===== config.mk =====
export PLATFORM = sky130hd
export DESIGN_NAME = qdfsl_top
export DESIGN_NICKNAME = d
export VERILOG_FILES = /design/src/core/qdfsl_pkg.sv /design/src/core/qdfsl_top.sv
export SDC_FILE = /design/constraint.sdc
export NUM_CORES = 1
export LEC_CHECK = 0
export BUFFER_PORTS_ARGS = -buffer_cell sky130_fd_sc_hd__clkbuf_2
export CAP_MARGIN = 20
export CORE_MARGIN = 1.5
export CORE_UTILIZATION = 56
export DETAILED_ROUTE_END_ITERATION = 6
export GPL_TIMING_DRIVEN = 0
export PLACE_DENSITY_LB_ADDON = 0.1
export SLEW_MARGIN = 20
export SYNTH_ARGS = -nofsm -noshare
export SYNTH_HDL_FRONTEND = slang
export SYNTH_SLANG_ARGS = --single-unit

===== constraint.sdc =====
create_clock -name clk_sys -period 2.6 [get_ports clk_sys]
set_input_delay 0.65 -clock clk_sys [delete_from_list [all_inputs] [get_ports clk_sys]]
set_output_delay 0.65 -clock clk_sys [all_outputs]
set_load 0.05 [all_outputs]

===== src/core/qdfsl_pkg.sv =====
/*
  Constants, types and bit layout of the quad driver fault serial link.
  Assumes a 50 MHz clk_sys and link pins sampled synchronously to it.
*/
// Summary of operation
// [RULE1] Eight fault flags: overtemp and open-load for channels A to D.
// [RULE2] Bits 0..3 carry overtemp A..D, bits 4..7 open-load A..D.
// [RULE3] With chip select low, output MSB first, changing on rising serial clock.
// [RULE4] Serial input sampled into the shift register on falling serial clock.
// [RULE5] Chip select falling loads current fault flags into the shift register.
// [RULE6] On chip select fall, output leaves high-Z, drives low until first rise.
// [RULE7] Devices daisy-chain: serial output feeds next input, shared chip select.
// [RULE8] Host holds serial clock low when chip select falls.
// [RULE9] Host keeps serial clock low while chip select returns high.
// [RULE10] Host performs one continuous transfer while chip select is low.
// [RULE11] Reset input low clears fault flags, leaves shift register unchanged.
// [RULE12] Reset input low forces all four output drivers off.
// [RULE13] Host clears shift register by chip select fall during/after reset.
// [RULE14] Supply below power-on threshold turns all output drivers off.
// [RULE15] Host applies explicit reset after a power-on-reset event.
// [RULE16] Overtemp turns channel latch off, sets flag; next input rise re-arms.
// [RULE17] Open-load flag set while off, cleared on next input falling edge.
// [RULE18] OR of flags fires one-shot low interrupt; retriggers ignored meanwhile.
// [RULE19] Chip select high: output high-Z, serial clock ignored, register kept.
// [RULE20] Eight-bit register: input appears at output after eight clocks.
package qdfsl_pkg;
  localparam int NUM_CHAN      = 4;
  localparam int DIAG_W        = 8;
  localparam int OT_LSB        = 0;
  localparam int OL_LSB        = 4;
  localparam int CLK_PERIOD_NS = 20;
  localparam int T_INT_MIN_US  = 3;
  localparam int INT_CYCLES    = (T_INT_MIN_US * 1000 + CLK_PERIOD_NS - 1) / CLK_PERIOD_NS;
  localparam int INT_CNT_W     = 8;
  localparam int BIT_CNT_W     = 3;
  localparam logic [DIAG_W-1:0]    DIAG_RESET = 8'h00;
  localparam logic [BIT_CNT_W-1:0] BIT_LAST   = 3'h7;
  localparam logic [BIT_CNT_W-1:0] BIT_FIRST  = 3'h0;
  localparam int FIFO_DEPTH    = 32;
  typedef enum logic {QDFSL_IDLE, QDFSL_SELECTED} qdfsl_link_t;
endpackage


===== src/core/qdfsl_top.sv =====
/*
  Quad driver fault flags, gate latches, interrupt one-shot, serial diagnostic
  link and a FIFO of received serial bytes. Assumes all pins are synchronous
  to clk_sys and the serial clock is far slower than clk_sys.
*/
`timescale 1ns/1ps
module qdfsl_fifo #(
  parameter int WIDTH = 8,
  parameter int DEPTH = 32
) (
  // Clock and reset
  input  wire logic             clk_sys,
  input  wire logic             rst_n,
  // Fill side
  input  wire logic             in_valid,
  input  wire logic [WIDTH-1:0] in_data,
  output logic                  in_ready,
  // Drain side
  output logic                  out_valid,
  output logic      [WIDTH-1:0] out_data,
  input  wire logic             out_ready
);
  localparam int AW = $clog2(DEPTH);
  logic [WIDTH-1:0] mem [DEPTH];
  logic [AW-1:0]    wr_ptr;
  logic [AW-1:0]    rd_ptr;
  logic [AW:0]      count;
  logic             push;
  logic             pop;
  logic [AW:0]      next_count;
  logic [AW-1:0]    next_rd;

  assign push       = in_valid && in_ready;
  assign pop        = out_valid && out_ready;
  assign in_ready   = (count != (AW+1)'(DEPTH));
  assign next_count = count + (AW+1)'(push) - (AW+1)'(pop);
  assign next_rd    = !pop ? rd_ptr : (rd_ptr == AW'(DEPTH-1)) ? '0 : rd_ptr + 1'b1;

  // Registered head, a write into the next read slot is forwarded
  always_ff @(posedge clk_sys) begin
    if (push) begin
      mem[wr_ptr] <= in_data;
    end
    out_data <= (push && wr_ptr == next_rd) ? in_data : mem[next_rd];
  end

  always_ff @(posedge clk_sys) begin
    if (!rst_n) begin
      wr_ptr    <= '0;
      rd_ptr    <= '0;
      count     <= '0;
      out_valid <= 1'b0;
    end else begin
      if (push) begin
        wr_ptr <= (wr_ptr == AW'(DEPTH-1)) ? '0 : wr_ptr + 1'b1;
      end
      rd_ptr    <= next_rd;
      count     <= next_count;
      out_valid <= (next_count != '0);
    end
  end
endmodule

module qdfsl_top #(
  parameter int NUM_CHAN   = qdfsl_pkg::NUM_CHAN,
  parameter int DIAG_W     = qdfsl_pkg::DIAG_W,
  parameter int FIFO_DEPTH = qdfsl_pkg::FIFO_DEPTH
) (
  // Clock and reset
  input  wire logic                clk_sys,
  input  wire logic                rst_n,
  // Device control pins
  input  wire logic                flag_clear_n,
  input  wire logic                supply_ok,
  input  wire logic [NUM_CHAN-1:0] chan_in,
  output logic      [NUM_CHAN-1:0] drive_on,
  // Fault detectors
  input  wire logic [NUM_CHAN-1:0] overtemp_detect,
  input  wire logic [NUM_CHAN-1:0] openload_detect,
  // Interrupt, open drain
  output logic                     int_out,
  output logic                     int_oe,
  // Serial link
  input  wire logic                cs_n,
  input  wire logic                sck,
  input  wire logic                si,
  output logic                     so_out,
  output logic                     so_oe,
  // Received bytes
  output logic                     rx_valid,
  output logic      [DIAG_W-1:0]   rx_data,
  input  wire logic                rx_ready,
  output logic                     rx_overrun
);
  logic [NUM_CHAN-1:0]                    overtemp_flag;
  logic [NUM_CHAN-1:0]                    openload_flag;
  logic [NUM_CHAN-1:0]                    gate_latch;
  logic [NUM_CHAN-1:0]                    chan_in_q;
  logic [DIAG_W-1:0]                      fault_status_shift;
  logic [DIAG_W-1:0]                      diag_word;
  logic [qdfsl_pkg::BIT_CNT_W-1:0]        bit_cnt;
  logic [qdfsl_pkg::INT_CNT_W-1:0]        int_cnt;
  logic                                   any_fault;
  logic                                   any_fault_q;
  logic                                   cs_q;
  logic                                   sck_q;
  logic                                   cs_fall;
  logic                                   sck_rise;
  logic                                   sck_fall;
  logic                                   byte_done;
  logic                                   fifo_in_ready;
  logic [DIAG_W-1:0]                      next_byte;
  qdfsl_pkg::qdfsl_link_t                 link_state;

  function automatic logic [DIAG_W-1:0] pack_diag(input logic [NUM_CHAN-1:0] ot,
                                                  input logic [NUM_CHAN-1:0] ol);
    logic [DIAG_W-1:0] w;
    w = qdfsl_pkg::DIAG_RESET;
    w[qdfsl_pkg::OT_LSB +: NUM_CHAN] = ot;
    w[qdfsl_pkg::OL_LSB +: NUM_CHAN] = ol;
    return w;
  endfunction

  // [RULE2] Fixed bit layout
  assign diag_word = pack_diag(overtemp_flag, openload_flag);
  assign any_fault = |diag_word;
  // [RULE19] Edges ignored when deselected
  assign cs_fall   = !cs_n && cs_q;
  assign sck_rise  = !cs_n && sck && !sck_q;
  assign sck_fall  = !cs_n && !sck && sck_q;
  assign next_byte = {fault_status_shift[DIAG_W-2:0], si};
  assign byte_done = sck_fall && (bit_cnt == qdfsl_pkg::BIT_LAST);

  always_ff @(posedge clk_sys) begin
    if (!rst_n) begin
      cs_q        <= 1'b1;
      sck_q       <= 1'b0;
      chan_in_q   <= '0;
      any_fault_q <= 1'b0;
    end else begin
      cs_q        <= cs_n;
      sck_q       <= sck;
      chan_in_q   <= chan_in;
      any_fault_q <= any_fault;
    end
  end

  // Per-channel flags and gate latch
  for (genvar c = 0; c < NUM_CHAN; c++) begin : g_chan
    // [RULE1] Flags per channel
    always_ff @(posedge clk_sys) begin
      if (!rst_n) begin
        overtemp_flag[c] <= 1'b0;
        openload_flag[c] <= 1'b0;
      // [RULE11] Clear flags only
      end else if (!flag_clear_n) begin
        overtemp_flag[c] <= 1'b0;
        openload_flag[c] <= 1'b0;
      end else begin
        // [RULE16] Overtemp sets flag
        if (overtemp_detect[c]) begin
          overtemp_flag[c] <= 1'b1;
        end
        // [RULE17] Set while off wins over clear
        if (openload_detect[c] && !chan_in[c]) begin
          openload_flag[c] <= 1'b1;
        end else if (chan_in_q[c] && !chan_in[c]) begin
          openload_flag[c] <= 1'b0;
        end
      end
    end

    // [RULE16] Latch off, re-armed on input rise
    always_ff @(posedge clk_sys) begin
      if (!rst_n) begin
        gate_latch[c] <= 1'b1;
      end else if (overtemp_detect[c]) begin
        gate_latch[c] <= 1'b0;
      end else if (chan_in[c] && !chan_in_q[c]) begin
        gate_latch[c] <= 1'b1;
      end
    end

    // [RULE12] [RULE14] Drivers forced off
    always_ff @(posedge clk_sys) begin
      if (!rst_n) begin
        drive_on[c] <= 1'b0;
      end else begin
        drive_on[c] <= chan_in[c] && gate_latch[c] && !overtemp_detect[c] && flag_clear_n && supply_ok;
      end
    end
  end

  // [RULE18] One-shot with lockout
  always_ff @(posedge clk_sys) begin
    if (!rst_n) begin
      int_cnt <= '0;
      int_oe  <= 1'b0;
    end else if (int_cnt != '0) begin
      int_cnt <= int_cnt - 1'b1;
      int_oe  <= (int_cnt != qdfsl_pkg::INT_CNT_W'(1));
    end else if (any_fault && !any_fault_q) begin
      int_cnt <= qdfsl_pkg::INT_CNT_W'(qdfsl_pkg::INT_CYCLES);
      int_oe  <= 1'b1;
    end
  end

  // Open drain only ever pulls low
  always_ff @(posedge clk_sys) begin
    if (!rst_n) begin
      int_out <= 1'b0;
    end else begin
      int_out <= 1'b0;
    end
  end

  always_ff @(posedge clk_sys) begin
    if (!rst_n) begin
      link_state <= qdfsl_pkg::QDFSL_IDLE;
    end else begin
      unique case (link_state)
        qdfsl_pkg::QDFSL_IDLE: begin
          if (cs_fall) begin
            link_state <= qdfsl_pkg::QDFSL_SELECTED;
          end
        end
        qdfsl_pkg::QDFSL_SELECTED: begin
          if (cs_n) begin
            link_state <= qdfsl_pkg::QDFSL_IDLE;
          end
        end
      endcase
    end
  end

  // Device reset pin leaves it alone so a chain keeps its contents
  always_ff @(posedge clk_sys) begin
    if (!rst_n) begin
      fault_status_shift <= qdfsl_pkg::DIAG_RESET;
    // [RULE5] Parallel load on select
    end else if (cs_fall) begin
      fault_status_shift <= diag_word;
    // [RULE4] [RULE20] Shift in on fall
    end else if (sck_fall) begin
      fault_status_shift <= next_byte;
    end
  end

  always_ff @(posedge clk_sys) begin
    if (!rst_n || cs_fall) begin
      bit_cnt <= qdfsl_pkg::BIT_FIRST;
    end else if (sck_fall) begin
      bit_cnt <= bit_cnt + 1'b1;
    end
  end

  always_ff @(posedge clk_sys) begin
    if (!rst_n) begin
      so_out <= 1'b0;
      so_oe  <= 1'b0;
    // [RULE19] High-Z while deselected
    end else if (cs_n) begin
      so_out <= 1'b0;
      so_oe  <= 1'b0;
    // [RULE6] Drive low until first rise
    end else if (cs_fall) begin
      so_out <= 1'b0;
      so_oe  <= 1'b1;
    // [RULE3] [RULE7] MSB out on rise
    end else if (sck_rise) begin
      so_out <= fault_status_shift[DIAG_W-1];
    end
  end

  // Link cannot stall, so a full FIFO drops the byte and flags it
  always_ff @(posedge clk_sys) begin
    if (!rst_n) begin
      rx_overrun <= 1'b0;
    end else if (byte_done && !fifo_in_ready) begin
      rx_overrun <= 1'b1;
    end
  end

  qdfsl_fifo #(
    .WIDTH (DIAG_W),
    .DEPTH (FIFO_DEPTH)
  ) u_rx_fifo (
    .clk_sys   (clk_sys),
    .rst_n     (rst_n),
    .in_valid  (byte_done),
    .in_data   (next_byte),
    .in_ready  (fifo_in_ready),
    .out_valid (rx_valid),
    .out_data  (rx_data),
    .out_ready (rx_ready)
  );

  // [RULE2] Load matches layout
  a_load_layout: assert property (@(posedge clk_sys) disable iff (!rst_n)
    cs_fall |=> fault_status_shift == {$past(openload_flag), $past(overtemp_flag)})
    else $error("shift register not loaded with flag layout"); // [RULE5]
  a_so_low_start: assert property (@(posedge clk_sys) disable iff (!rst_n)
    cs_fall |=> so_oe && !so_out)
    else $error("serial output not driven low at select"); // [RULE6]
  a_so_msb_rise: assert property (@(posedge clk_sys) disable iff (!rst_n)
    sck_rise && !cs_fall |=> so_out == $past(fault_status_shift[DIAG_W-1]))
    else $error("serial output not MSB on rise"); // [RULE3]
  a_shift_fall: assert property (@(posedge clk_sys) disable iff (!rst_n)
    sck_fall && !cs_fall |=> fault_status_shift == {$past(fault_status_shift[DIAG_W-2:0]), $past(si)})
    else $error("input not shifted on fall"); // [RULE4]
  a_idle_hold: assert property (@(posedge clk_sys) disable iff (!rst_n)
    cs_n && $past(cs_n) |=> !so_oe && $stable(fault_status_shift))
    else $error("link active while deselected"); // [RULE19]
  a_clear_flags: assert property (@(posedge clk_sys) disable iff (!rst_n)
    !flag_clear_n |=> diag_word == '0 && drive_on == '0)
    else $error("reset input did not clear flags and drivers"); // [RULE11]
  a_supply_off: assert property (@(posedge clk_sys) disable iff (!rst_n)
    !supply_ok |=> drive_on == '0)
    else $error("drivers on below supply threshold"); // [RULE14]
  a_ot_latch: assert property (@(posedge clk_sys) disable iff (!rst_n)
    overtemp_detect[0] && flag_clear_n |=> overtemp_flag[0] && !gate_latch[0])
    else $error("overtemp did not set flag and drop latch"); // [RULE16]
  a_ol_clear: assert property (@(posedge clk_sys) disable iff (!rst_n)
    flag_clear_n && chan_in_q[0] && !chan_in[0] && !openload_detect[0] |=> !openload_flag[0])
    else $error("open-load flag not cleared on input fall"); // [RULE17]
  a_int_width: assert property (@(posedge clk_sys) disable iff (!rst_n)
    $rose(int_oe) |=> int_oe [*8])
    else $error("interrupt pulse too short"); // [RULE18]
  a_int_end: assert property (@(posedge clk_sys) disable iff (!rst_n)
    $rose(int_oe) |-> ##[149:151] !int_oe)
    else $error("interrupt pulse width wrong"); // [RULE18]

  c_full_byte: cover property (@(posedge clk_sys) disable iff (!rst_n) byte_done);
  c_interrupt: cover property (@(posedge clk_sys) disable iff (!rst_n) $rose(int_oe));
  c_overrun:   cover property (@(posedge clk_sys) disable iff (!rst_n) $rose(rx_overrun));
endmodule

==> metrics <==
GRT met2 Usage 0.422; Core Area 22000 sq um; clk_skew 0.0241 ns; TritonCTS clock tree done; maximum clock insertion buffer count 3; DRC Markers 2; area grow syn2layout 20.6%; dpl hpwl 16.9 mm; top-count cell post-synth edfxtp_1; VDD IR-drop max 0.000583 V; Final Cycle Share 1.12; leakage 5.10 nW; CP Data Required Time 1.95 ns; register area share after synthesis 0.718; reg2reg path depth 13; pin slew with the least headroom to its limit 0.885 ns; leading area contributor after synthesis edfxtp_1; final WL 26.8 mm; worst min-delay path class primary input to register; Tmin final 2.92 ns; Routed WL per cell 23.7 um; Cell Rows 54; ys flop type edfxtp_1; routability cong. 0.816; Critical Path Sink Type output pin; syn_area_per_cell 17.0 sq um; H-tree lvl count 2; Initial Utilization 0.574; internal power 9.28 mW; die span in x 153 um; Cell variety after synth 48; combinational group share of total power 0.143; total CTS buffers 34; Antenna Nets Post-Route 0; Worst EP arrival 2.27 ns; final hold violations 0; Tot GR Track Use 0.242; final max-slew violation count 0; Power Density 810 nW/um^2; initial antenna violation count 0; total gr overflow 0; Post-synth ARST share 0; CTS Hold Bufs 0; Detailed Routing Iterations Pass 1 7; first-pass GRT wire length 42.0 mm; #FFs+latches synth 324; Max-Cap Viols 0; die area 23400 sq um; Reg power frac 0.480; setup TNS -2.49 ns; Placement Setup Slack -0.556 ns; Post-Syn Instances 743; synthesized net count 784; via count 6878; Crit Path Category register to output pin; met3 Usage GRT 0.0405; num ports 38; Clk pin slew, worst setup/hold paths 0.06 ns; largest net degree at the start of global routing 35; Crit Path Max Fanout 6; post-DR vias/cell 6.07; RSZ-0062 raised after global routing true; failing checks design-rule violations, negative setup slack; clk root buf clkbuf_16; setup ws final -0.320 ns; clk_lat worst skew 0.52 ns; ant diodes 0; clock network fraction of total power 0.377; grt peak-use layer met2; NumNets Final 869; share of post-route cells with drive strength above 1 0.298; DRT iter0 DRCs 666; top cell type's share of synthesized area 0.610; WHS Path Cells 2; status finished, violations left; synth warn 0; Die Ht 153 um; CP Launch Type register; clk sinks 324; Slew HR 0.408; IO Port Bufs 36; vias in the first global route 7238; Final Setup Violations 8; net switching power 3.04 mW; Switching Share 0.247; Cell Area, Synth 12600 sq um; M1 GR Usage 0.307; Synth area leaders edfxtp_1 (61%), mux4_2 (11%), dfxtp_1 (11%), nor2_1 (2.2%), ha_1 (2.0%); number of synthesized flops with an enable pin 256; most instantiated cells after synthesis edfxtp_1 (256), nor2_1 (73), dfxtp_1 (68); Max Clk Rate 342 MHz
[flip-flops by register name, indices dropped and copies added, names as in the netlist, named ones only]
register             flops
so_out                   1
gate_latch               4
any_fault_q              1
so_oe                    1
sck_q                    1
drive_on                 4
fault_status_shift       8
u_rx_fifo.rd_ptr         5
chan_in_q                4
int_oe                   1
u_rx_fifo.mem          256
u_rx_fifo.out_valid      1
diag_word                8
bit_cnt                  3
u_rx_fifo.count          6
rx_overrun               1
u_rx_fifo.wr_ptr         5
cs_q                     1
int_cnt                  8
[power by group through the flow]
stage / Clock (mW) / Sequential, mW / Combinational (mW)
2_1_floorplan: 0 / 5.97 / 1.09
3_3_place_gp: 0 / 5.98 / 1.38
3_5_place_dp: 0 / 6.00 / 1.43
4_1_cts: 4.67 / 5.90 / 1.76
5_1_grt: 4.88 / 5.93 / 1.92
6_report: 4.64 / 5.91 / 1.76
[critical path, cell delays in order (launching register included)]
cell and delay (ns):
dfxtp_4 0.37, buf_12 0.17, buf_12 0.13, buf_12 0.12, mux4_2 0.53, o22ai_4 0.20
nor4_4 0.08, clkbuf_8 0.18
[metrics by stage]
step	utilization	hold slack (ns)	total power, mW	instances	instance area (sq um)
after CTS	0.690	0.314	12.3	1129	15200
final	0.692	0.326	12.3	1133	15200
after global placement	0.605	0.421	7.36	1059	13300
after global routing	0.692	0.326	12.7	1133	15200
after floorplan	-	0.414	7.06	743	12700
after detailed placement	0.605	0.429	7.43	1059	13300
[cells in the final DEF (no fill, tap or decap), drive strengths merged, types with 11 or more instances in the layout]
master  Yosys  final
o21ai      15     15
buf        19     34
dfxtp      68     68
o22ai      32     32
nor3       14     14
inv        18     19
nor2       73     73
a21oi      17     17
mux2i      11     11
and2       13     13
clkbuf     12     87
ha         20     20
edfxtp    256    256
nand2      24     24
mux4       64     64
clkinv      1     16
[layout make-up]
cell class                 instances  area [sq um]
fill                            1389          6760
buffer                            25           246
timing repair buffer              55           498
clock inverter                    20           186
tap                              280           350
sequential                       324          9060
multi-input combinational        369          3900
inverter                          19          76.3
clock buffer                      41           877
[metal layers]
layer	vias up	routed length, um
li1	3086	-
met1	3488	10400
met2	244	14100
met3	60	1550
met4	0	852
met5	-	0
[what timing repair did]
item                       4_1_cts  5_1_grt
resized for setup              116       11
pin swaps                       18       10
setup buffers                   11        5
cloned                           4        0
setup endpoints to repair       55       93
[kinds of logic (layout without fill, tap and decap cells)]
group	Yosys count	after routing	share of synthesized area
buffers and inverters	50	160	0.0180
muxes	78	78	0.126
DFF	324	324	0.718
adders and majority gates	21	21	0.0214
other	1	1	0.000297
AOI/OAI and AO/OA	80	80	0.0382
xor gates and xnor gates	9	9	0.00625
and+or+nand+nor	180	180	0.0724
[path summary, 6_finish.rpt]
check / start / to / slack [ns]
worst max-delay path: register / rx_data[2] / -0.32
worst min-delay path: overtemp_detect[2] / drive_on[2] / 0.33
worst max register to register: u_rx_fifo.count[3] / u_rx_fifo.out_valid / 0.06
worst min register to register: gate_latch[1] / drive_on[1] / 0.43
Note: power is estimated with default switching activity, not from simulation.
